$ cat src/core/disp_regs.svh
`ifndef DISP_REGS_SVH
`define DISP_REGS_SVH

// Register byte addresses on the bus
`define DISP_ADR_W          20
`define DISP_ADR_DIG_EN     20'h1ae14
`define DISP_ADR_STATUS     20'h1ae18
`define DISP_ADR_LSB        2

// Field positions
`define DISP_EN_BIT         0
`define DISP_ST_OPT         0
`define DISP_ST_ACQ         1
`define DISP_ST_FMT         2
`define DISP_EN_LANE        0

// Reset values
`define DISP_EN_RST         1'b0

// Sample layout
`define DISP_ADC_W          12
`define DISP_NIB_W          4
`define DISP_WORD_W         16
`define DISP_ADC_MSB        11

`endif

$ cat src/core/disp_pkg.sv
`default_nettype none
`include "disp_regs.svh"

package disp_pkg;
   // Bus data and address carriers
   typedef logic [31:0]              disp_data_type;
   typedef logic [`DISP_ADR_W-1:0]   disp_adr_type;
   typedef logic [3:0]               disp_sel_type;
   // Acquisition phase as seen by the format latch
   typedef enum logic {ACQ_IDLE, ACQ_RUN} disp_acq_type;
endpackage

`default_nettype wire

$ cat src/core/disp_lane_if.sv
`timescale 1ns/100ps
`default_nettype none
`include "disp_regs.svh"

// Sample lane between the bus and pin side and the packer
interface disp_lane_if #(
   parameter int NCH = 2
);
   logic                           smp_valid;
   logic [NCH*`DISP_ADC_W-1:0]     analog;
   logic [NCH*`DISP_NIB_W-1:0]     nibble;
   logic                           fmt_dig;
   logic                           word_valid;
   logic [NCH*`DISP_WORD_W-1:0]    word;

   modport feed (
      output smp_valid,
      output analog,
      output nibble,
      output fmt_dig,
      input  word_valid,
      input  word
   );
   modport pack (
      input  smp_valid,
      input  analog,
      input  nibble,
      input  fmt_dig,
      output word_valid,
      output word
   );
endinterface

`default_nettype wire

$ cat src/core/disp_packer.sv
`timescale 1ns/100ps
`default_nettype none
`include "disp_regs.svh"

module disp_packer #(
   parameter int NCH         = 2,
   parameter int DIG_LAG_SMP = 1
) (
   input  wire logic   clk,
   input  wire logic   rst,
   disp_lane_if.pack   lane
);
   import disp_pkg::*;

   localparam int NIB_W  = NCH*`DISP_NIB_W;
   localparam int WORD_W = NCH*`DISP_WORD_W;
   localparam int IDX_W  = (DIG_LAG_SMP > 1) ? $clog2(DIG_LAG_SMP) : 1;

   logic [NIB_W-1:0]   ring_r [DIG_LAG_SMP];
   logic [IDX_W-1:0]   idx_r;
   logic               valid_r;
   logic [WORD_W-1:0]  word_r;
   wire  [WORD_W-1:0]  word_nxt;
   wire  [NIB_W-1:0]   nib_old;
   wire                idx_last;

   // Oldest entry of the ring: fixed lag in samples, never in time
   assign nib_old  = ring_r[idx_r];
   assign idx_last = (idx_r == IDX_W'(DIG_LAG_SMP-1));

   // Word build per channel; upper nibble is either sign or pins
   for (genvar c = 0; c < NCH; c++) begin : g_ch
      wire [`DISP_ADC_W-1:0] a = lane.analog[c*`DISP_ADC_W +: `DISP_ADC_W];
      wire [`DISP_NIB_W-1:0] d = nib_old[c*`DISP_NIB_W +: `DISP_NIB_W];
      assign word_nxt[c*`DISP_WORD_W +: `DISP_WORD_W] =
         {(lane.fmt_dig ? d : {`DISP_NIB_W{a[`DISP_ADC_MSB]}}), a};
   end

   // Delay ring is data only, so it carries no reset
   always_ff @(posedge clk) begin
      if (lane.smp_valid) begin
         ring_r[idx_r] <= lane.nibble;
      end
   end

   // Word register and ring pointer move only on a sample strobe
   always_ff @(posedge clk) begin
      if (rst) begin
         idx_r   <= '0;
         valid_r <= 1'b0;
         word_r  <= '0;
      end else begin
         valid_r <= lane.smp_valid;
         if (lane.smp_valid) begin
            idx_r  <= idx_last ? '0 : idx_r + IDX_W'(1);
            word_r <= word_nxt;
         end
      end
   end

   assign lane.word_valid = valid_r;
   assign lane.word       = word_r;

   // Helper copies of the channel 0 inputs for the checks below
   logic                  fmt_q;
   logic [`DISP_ADC_W-1:0] a0_q;
   logic [`DISP_NIB_W-1:0] d0_q;
   always_ff @(posedge clk) begin
      if (lane.smp_valid) begin
         fmt_q <= lane.fmt_dig;
         a0_q  <= lane.analog[`DISP_ADC_W-1:0];
         d0_q  <= nib_old[`DISP_NIB_W-1:0];
      end
   end
endmodule

`default_nettype wire

$ cat src/core/disp_top.sv
`timescale 1ns/100ps
`default_nettype none
`include "disp_regs.svh"

module disp_top #(
   parameter int NCH         = 2,
   parameter int DIG_LAG_SMP = 1
) (
   input  wire logic                        I_SYS_CLK,
   input  wire logic                        I_RST,
   input  wire logic                        I_WB_CYC,
   input  wire logic                        I_WB_STB,
   input  wire logic                        I_WB_WE,
   input  wire disp_pkg::disp_adr_type      I_WB_ADR,
   input  wire disp_pkg::disp_sel_type      I_WB_SEL,
   input  wire disp_pkg::disp_data_type     I_WB_DAT,
   output var  disp_pkg::disp_data_type     O_WB_DAT,
   output var  logic                        O_WB_ACK,
   input  wire logic                        I_OPT_FITTED,
   input  wire logic                        I_ACQ_RUN,
   input  wire logic                        I_SMP_VALID,
   input  wire logic [NCH*`DISP_ADC_W-1:0]  I_ANALOG_CHANNEL_SAMPLE,
   input  wire logic [NCH*`DISP_NIB_W-1:0]  I_DIGITAL_INPUT_NIBBLE,
   output var  logic                        O_SMP_VALID,
   output var  logic [NCH*`DISP_WORD_W-1:0] O_SMP_WORD,
   output var  logic                        O_FMT_DIG
);
   import disp_pkg::*;

   localparam int NIB_W = NCH*`DISP_NIB_W;
   localparam int ADR_W = `DISP_ADR_W;

   // Word-aligned address match, used for every register
   function automatic logic adr_hit(input disp_adr_type a, input disp_adr_type off);
      return a[ADR_W-1:`DISP_ADR_LSB] == off[ADR_W-1:`DISP_ADR_LSB];
   endfunction

   // Pin synchronisers and their filtered results
   logic [NIB_W-1:0] nib_s1_r;
   logic [NIB_W-1:0] nib_s2_r;
   logic [NIB_W-1:0] nib_s3_r;
   logic [NIB_W-1:0] nib_r;
   wire  [NIB_W-1:0] nib_nxt;
   logic             opt_s1_r;
   logic             opt_s2_r;
   logic             opt_s3_r;
   logic             opt_r;
   wire              opt_nxt;

   // Register and control state
   logic             en_r;
   logic             en_nxt;
   disp_acq_type     acq_r;
   disp_acq_type     acq_nxt;
   logic             fmt_r;
   logic             fmt_nxt;
   logic             ack_r;
   disp_data_type    rd_r;
   disp_data_type    rd_nxt;
   disp_data_type    st_word;

   // Bus decode
   wire bus_req = I_WB_CYC & I_WB_STB & ~ack_r;
   wire wr_req  = I_WB_CYC & I_WB_STB & I_WB_WE & ack_r; // Write lands on the ack edge
   wire hit_en  = adr_hit(I_WB_ADR, `DISP_ADR_DIG_EN);
   wire hit_st  = adr_hit(I_WB_ADR, `DISP_ADR_STATUS);
   wire wr_en   = wr_req & hit_en & I_WB_SEL[`DISP_EN_LANE];

   // A bit moves only when stages two and three agree, so a glitch
   // caught by stage one alone never reaches the sample word
   assign nib_nxt = (nib_s2_r & nib_s3_r) | (nib_r & (nib_s2_r | nib_s3_r));
   assign opt_nxt = (opt_s2_r & opt_s3_r) | (opt_r & (opt_s2_r | opt_s3_r));

   // Three-stage sync of the digital pins and the option strap
   always_ff @(posedge I_SYS_CLK) begin
      if (I_RST) begin
         nib_s1_r <= '0;
         nib_s2_r <= '0;
         nib_s3_r <= '0;
         nib_r    <= '0;
      end else begin
         nib_s1_r <= I_DIGITAL_INPUT_NIBBLE;
         nib_s2_r <= nib_s1_r;
         nib_s3_r <= nib_s2_r;
         nib_r    <= nib_nxt;
      end
   end

   // Strap is caught after reset release, never during it
   always_ff @(posedge I_SYS_CLK) begin
      if (I_RST) begin
         opt_s1_r <= 1'b0;
         opt_s2_r <= 1'b0;
         opt_s3_r <= 1'b0;
         opt_r    <= 1'b0;
      end else begin
         opt_s1_r <= I_OPT_FITTED;
         opt_s2_r <= opt_s1_r;
         opt_s3_r <= opt_s2_r;
         opt_r    <= opt_nxt;
      end
   end

   // Enable: cleared and locked at zero while no option is fitted
   always_comb begin
      if (!opt_r) begin
         en_nxt = 1'b0;
      end else if (wr_en) begin
         en_nxt = I_WB_DAT[`DISP_EN_BIT];
      end else begin
         en_nxt = en_r;
      end
   end

   // Acquisition phase from the run level
   always_comb begin
      case (acq_r)
         ACQ_IDLE: acq_nxt = I_ACQ_RUN ? ACQ_RUN : ACQ_IDLE;
         ACQ_RUN:  acq_nxt = I_ACQ_RUN ? ACQ_RUN : ACQ_IDLE;
         default:  acq_nxt = ACQ_IDLE;
      endcase
   end

   // Format follows the enable when idle, frozen for a whole run so
   // one record never mixes two layouts
   assign fmt_nxt = (acq_r == ACQ_RUN && acq_nxt == ACQ_RUN) ? fmt_r : en_r;

   // Status word: option, run phase, active format
   assign st_word = (disp_data_type'(opt_r) << `DISP_ST_OPT)
                  | (disp_data_type'(acq_r == ACQ_RUN) << `DISP_ST_ACQ)
                  | (disp_data_type'(fmt_r) << `DISP_ST_FMT);

   // Read mux; unmapped addresses read zero and still get an ack
   assign rd_nxt = I_WB_WE ? '0
                 : hit_en  ? (disp_data_type'(en_r) << `DISP_EN_BIT)
                 : hit_st  ? st_word
                 : '0;

   // Control registers
   always_ff @(posedge I_SYS_CLK) begin
      if (I_RST) begin
         en_r  <= `DISP_EN_RST;
         acq_r <= ACQ_IDLE;
         fmt_r <= `DISP_EN_RST;
      end else begin
         en_r  <= en_nxt;
         acq_r <= acq_nxt;
         fmt_r <= fmt_nxt;
      end
   end

   // Single-wait-state slave: ack one edge after the request, for one cycle
   always_ff @(posedge I_SYS_CLK) begin
      if (I_RST) begin
         ack_r <= 1'b0;
         rd_r  <= '0;
      end else begin
         ack_r <= bus_req;
         if (bus_req) begin
            rd_r <= rd_nxt;
         end
      end
   end

   assign O_WB_ACK  = ack_r;
   assign O_WB_DAT  = rd_r;
   assign O_FMT_DIG = fmt_r;

   // Sample lane into the packer
   disp_lane_if #(.NCH(NCH)) lane ();

   assign lane.smp_valid = I_SMP_VALID;
   assign lane.analog    = I_ANALOG_CHANNEL_SAMPLE;
   assign lane.nibble    = nib_r;
   assign lane.fmt_dig   = fmt_r;

   disp_packer #(
      .NCH         (NCH),
      .DIG_LAG_SMP (DIG_LAG_SMP)
   ) u_packer (
      .clk  (I_SYS_CLK),
      .rst  (I_RST),
      .lane (lane)
   );

   // Packer outputs are its own flip-flops
   assign O_SMP_VALID = lane.word_valid;
   assign O_SMP_WORD  = lane.word;
endmodule

`default_nettype wire
$ cat config.mk
export PLATFORM = sky130hd
export DESIGN_NAME = disp_top
export DESIGN_NICKNAME = d
export VERILOG_FILES = /design/src/core/disp_pkg.sv /design/src/core/disp_lane_if.sv /design/src/core/disp_packer.sv /design/src/core/disp_top.sv
export VERILOG_INCLUDE_DIRS = /design/src /design/src/core
export SDC_FILE = /design/constraint.sdc
export NUM_CORES = 1
export LEC_CHECK = 0
export BUFFER_PORTS_ARGS = -buffer_cell sky130_fd_sc_hd__buf_2
export CORE_MARGIN = 8
export CORE_UTILIZATION = 30
export DETAILED_ROUTE_END_ITERATION = 6
export GPL_TIMING_DRIVEN = 0
export SYNTH_ARGS = -nofsm -noshare
export SYNTH_HDL_FRONTEND = slang
export SYNTH_SLANG_ARGS = --single-unit
$ cat constraint.sdc
create_clock -name I_SYS_CLK -period 2.85 [get_ports I_SYS_CLK]
set_input_delay 0.1425 -clock I_SYS_CLK [delete_from_list [all_inputs] [get_ports I_SYS_CLK]]
set_output_delay 0.1425 -clock I_SYS_CLK [all_outputs]
set_load 0.1 [all_outputs]
== After elaboration in Yosys (flattened, before gate mapping) ==
Memory sizes are Yosys's and may differ from the RTL's.
Index checks and enable logic that the tools add are counted.

* Flip-flop bits (word level): 105
* Word-level logic and storage cells: 46
* Output and inout port bits: 67
* Memories kept: 1
* Input bits: 96
* RAM bits: 8

* Reductions and logical operators: 2
* Eq/ne operators: 2
* Muxes and demuxes: 8
* Bitwise operators: 18

{| class="wikitable"
|+ Memory list
! memory !! depth !! width !! rd ports !! clocked after memory_dff !! wr ports !! line !! source
|-
| u_packer.ring_r || 1 || 8 || 1 || 0 || 1 || disp_packer.sv:19 || <nowiki>logic [NIB_W-1:0] ring_r [DIG_LAG_SMP];</nowiki>
|}

{| class="wikitable"
|+ Operators with widths
! kind !! count
|-
| 18-bit by 15-bit equality test with 1-bit output (second input constant) || 2
|-
| 8-bit AND || 2
|-
| 8-bit OR || 2
|-
| 3-bit 2-to-1 mux || 3
|-
| 1-bit AND || 8
|-
| 4-bit 2-to-1 mux || 2
|-
| 1-bit 2-to-1 mux || 3
|-
| 2-bit by 3-bit OR with 3-bit output || 1
|-
| 1-bit NOT || 2
|-
| 1-bit OR || 2
|-
| 1-bit by 2-bit OR with 2-bit output || 1
|-
| 2-bit OR reduction || 1
|-
| 1-bit logical AND || 1
|}

== Longest topological paths before layout ==
* Depth in word-level cells: 5
* Depth in mapped cells: 5
* Gate-level depth less buffers: 4

== By module ==
A second synthesis with hierarchy kept.

* Cell total of the unflattened synthesis: 290
* Area, all modules: 3081.7 sq um

{| class="wikitable"
|+ By module, submodules not included
! module !! seq. area each (sq um) !! cells an instance !! area each (sq um) !! times used
|-
| disp_top || 860.8 || 164 || 1604.0 || 1
|-
| disp_packer || 900.9 || 126 || 1477.7 || 1
|}

== Least setup slack after synthesis ==
Ideal clock, no wire load.

* Path kind: flip-flop to flip-flop
* From: reg ack_r, in the netlist O_WB_ACK
* To: reg rd_r[1], in the netlist O_WB_DAT[1]
* Data required time: 2.788 ns
* Data arrival time: 1.835 ns
* Path buffers: 0
* Library setup time: 0.062 ns
* Cell stages (with the launch flop): 5
* Slack: 0.952 ns
* Clock period less this slack: 1.898 ns
* Path through: dfxtp_1 -> nand3b_4 -> or4_4 -> nor4_4 -> a22o_1

* Longest elaborated chain between the ends: 2

{| class="wikitable"
|+ Ends and longest elaborated chain
! item !! line !! source
|-
| from (decl) || disp_top.sv:57 || <nowiki>logic ack_r;</nowiki>
|-
| from (signal assigned) || disp_top.sv:158 || <nowiki>ack_r <= bus_req;</nowiki>
|-
| 1-bit NOT || disp_top.sv:63 || <nowiki>wire bus_req = I_WB_CYC & I_WB_STB & ~ack_r;</nowiki>
|-
| 1-bit AND || disp_top.sv:63 ||
|-
| to (signal assigned) || disp_top.sv:160 || <nowiki>rd_r <= rd_nxt;</nowiki>
|-
| to (decl) || disp_top.sv:58 || <nowiki>disp_data_type rd_r;</nowiki>
|}

No other way between the ends.
A chain may end at the register's enable or synchronous reset.

== Worst setup path in the final report ==
Ends and elaborated chain as after synthesis.

==> flow_summary.ini <==
[synth]
netlist.top_cell.by_area = dfxtp_1
synth_area_per_cell_um2 = 10.53
leading_cell_types_by_total_area_after_synthesis = dfxtp_1 50%, mux2i_1 8.2%, edfxtp_1 7.8%
summed_instance_area_of_the_synthesized_netlist_um2 = 3065
part_of_the_yosys_area_used_for_sequential_elements_pct = 57.47
synth_seq_cells = 84
synth_cell_type_count = 29
synth_flop_cell = dfxtp_1
synthMostInstantiatedCell = dfxtp_1
synth_commonest_cells = 76 x dfxtp_1, 33 x nor2_1, 32 x nor2b_1
synthDominantCellAreaShare_pct = 49.63
synth_enable_flop_cells = 8
synthCells = 291
synth_async_sr_flop_share_pct = 0
yosysWarningCount = 0

[floorplan]
floorplan.io_pins = 163
die_area_um2 = 13710
floorplan.core_area_um2 = 10140
die-width_um = 117.1
die_ht_um = 117.1
floorplan.rows = 37
initial_cell_density_of_the_core_pct = 30.24

[global_route]
global_route.overflow_total = 0
via_count_of_the_first_global_routing_pass = 2208
number_of_antenna_violations_at_the_first_check_in_global_routing = 0
global_route.usage.total_pct = 9.972
global_route_wire_length_before_repair_um = 10460
grt_start_max_net_pins = 19

[timing]
worst_pin_slew_ns = 0.5574
finalMaxSlewViolations = 0
setup_repair_after_global_routing_missed_its_margin = false
hold_viol = 0
max_freq_mhz = 659.0
final.setup_skew_ns = 0.009707
post-route-min-period_ns = 1.517
slew_headroom_pct = 62.84
fin_tns_setup_ns = 0
setup_viol_count_final = 0
timing.final.ws_setup_ns = 1.333
layout_worst_path_cycle_share_pct = 53.24

[clock_network]
clock_sink_count = 84
ctsLongestPathBuffers = 2
tritoncts = done
ctsHtreeMaxLevel = 3
worst_setup_hold_path_clk_slew_ns = 0.10
clock_insertion_delay_worst_skew_ns = 0.36
setup_buffers_after_cts = 0
cts_root_buffer = clkbuf_8
inserted_clock_buffers = 9

[placement]
detailed_place_hpwl_um = 5453
buffer_ports.inserted = 97
dp.cells = 552
place.gp.congestion = 0.7398
pre_cts_slack_ns = 1.333
detailed_place.area_um2 = 3826

[worst_hold_path]
hp-class = input pin to flop

[cells_and_area]
final_cell_count_no_fill = 582
finish.instance_area_um2 = 4167
n_antenna_cell = 0
finalNetCount = 537
drive_above_1_share_pct = 33.41
area_delta_synth_final_pct = 35.92
n_fill_cell = 1020

[power]
power.switching_uw = 972.4
netSwitchingFraction_pct = 36.10
sequential_group_share_of_total_power_pct = 46.7
p_int_uw = 1721
power_density_normalized_to_cell_area_nw_per_um2 = 646.5
max-vdd-ir-drop_v = 0.0002154
power.clock.fraction_pct = 30.8
part_of_the_total_power_dissipated_in_combinational_logic_pct = 22.4
lkg_pwr_uw = 0.001956

[detailed_routing]
num_vias = 2359
viasPerCell = 4.053
antenna_left = 0
avgRoutedWirePerCell_um = 12.00
tritonroute_pass_1_iters = 4
dr.first_iter.drc_count = 78
drt_drc_violations_left = 0
route.final.wire_length_um = 6984

[setup_path]
critical_path.startpoint_type = flop
worstSetupEndpointType = flop
setup.worst_path.class = flop to flop
timing.critical_path.required_ns = 3.15
worst-endpoint-arrival_ns = 1.82
crit_fanout = 4

[flow_run]
max-cap-violations = 0

[outcome]
run_status = finished, final reports clean
==> state kept, by name (all words and copies together), names as in the netlist <==
signal and count:
nib_s1_r 8, acq_r 1, opt_s1_r 1, O_WB_DAT 3
O_WB_ACK 1, u_packer.lane.word 32, nib_s2_r 8, opt_s2_r 1
u_packer.lane.word_valid 1, nib_s3_r 8, opt_r 1, u_packer.ring_r 8
en_r 1, lane.nibble 8, opt_s3_r 1, O_FMT_DIG 1
==> logic make-up (layout without fill, tap and decap cells) <==
| family | count (synthesis) | in the layout | synth area share, % |
|---|---|---|---|
| flip-flops | 84 | 84 | 57.47 |
| buffers and inverters | 46 | 173 | 9.265 |
| AND/OR/NAND/NOR | 96 | 96 | 17.51 |
| multiplexers | 25 | 25 | 8.163 |
| AO/OA/AOI/OAI | 39 | 39 | 7.470 |
| other | 1 | 29 | 0.1223 |
==> timing repair <==
action                    4_1_cts  5_1_grt
hold buffers                   14        0
gates resized for setup         0        0
hold endpoints to repair       14        0
==> per-stage QoR <==
stage	total power (uW)	hold WS [ns]	util (%)
floorplan	1777	0.2550	-
global placement	1872	0.3529	37.74
detailed placement	1878	0.3565	37.74
CTS	2737	0.0007956	41.10
global route	2817	0.009993	41.10
finish	2694	0.02338	41.10
==> final cells by class <==
class | count | area (um2) | share of cell area (%)
plain buffers | 43 | 272.8 | 6.547
clock buffers | 9 | 123.9 | 2.973
clock inverters | 7 | 76.32 | 1.832
inverters | 3 | 11.26 | 0.2703
multi-input cells | 189 | 1125 | 27.00
flip-flops and latches | 84 | 1762 | 42.28
well taps | 136 | 170.2 | 4.084
repair buffers | 111 | 625.6 | 15.02
==> metal layers <==
layer / vias up / GRT usage (%) / share of wire [%]
met2: 86 / 16.93 / 47
li1: 1221 / - / -
met5: - / 0 / 0
met1: 1043 / 10.32 / 39
met4: 0 / 4.608 / 1.4
met3: 9 / 4.618 / 12
==> worst paths after layout <==
kind,from,to,slack (ns),cells past startpoint
worst max-delay path,O_WB_ACK$_SDFF_PP0_,O_WB_DAT[1]$_SDFFE_PP0P_,1.33,4
worst min-delay path,I_ANALOG_CHANNEL_SAMPLE[18],u_packer.lane.word[22]$_SDFFE_PP0P_,0.02,3
worst max register to register,O_WB_ACK$_SDFF_PP0_,O_WB_DAT[1]$_SDFFE_PP0P_,1.33,4
worst min register to register,nib_s1_r[4]$_SDFF_PP0_,nib_s2_r[4]$_SDFF_PP0_,0.44,1
==> power groups by stage <==
stage	clock network, uW	registers, uW	logic, uW
floorplan	0	1500	281
global placement	0	1280	587
detailed placement	0	1290	591
CTS	871	1260	606
global route	921	1270	631
finish	830	1260	604
==> layout by cell type, fill, tap and decap left out, drive strengths merged, types with 6 or more instances in the layout <==
cell type	synthesis	final
buf	35	132
edfxtp	8	8
mux2i	25	25
nand3	6	6
inv	3	8
nor2b	32	32
conb	1	29
clkbuf	8	17
o21ai	9	9
nand2	12	12
dfxtp	76	76
a21oi	18	18
dlygate4sd3	0	14
nor2	33	33
a211oi	8	8
==> critical path, cell delays in order (launching register included) <==
cell	delay [ns]
dfxtp_1	0.33
nand3b_4	0.17
or4_4	0.51
nor4_4	0.28
a22o_1	0.16
Note: power is estimated with default switching activity, not from simulation.
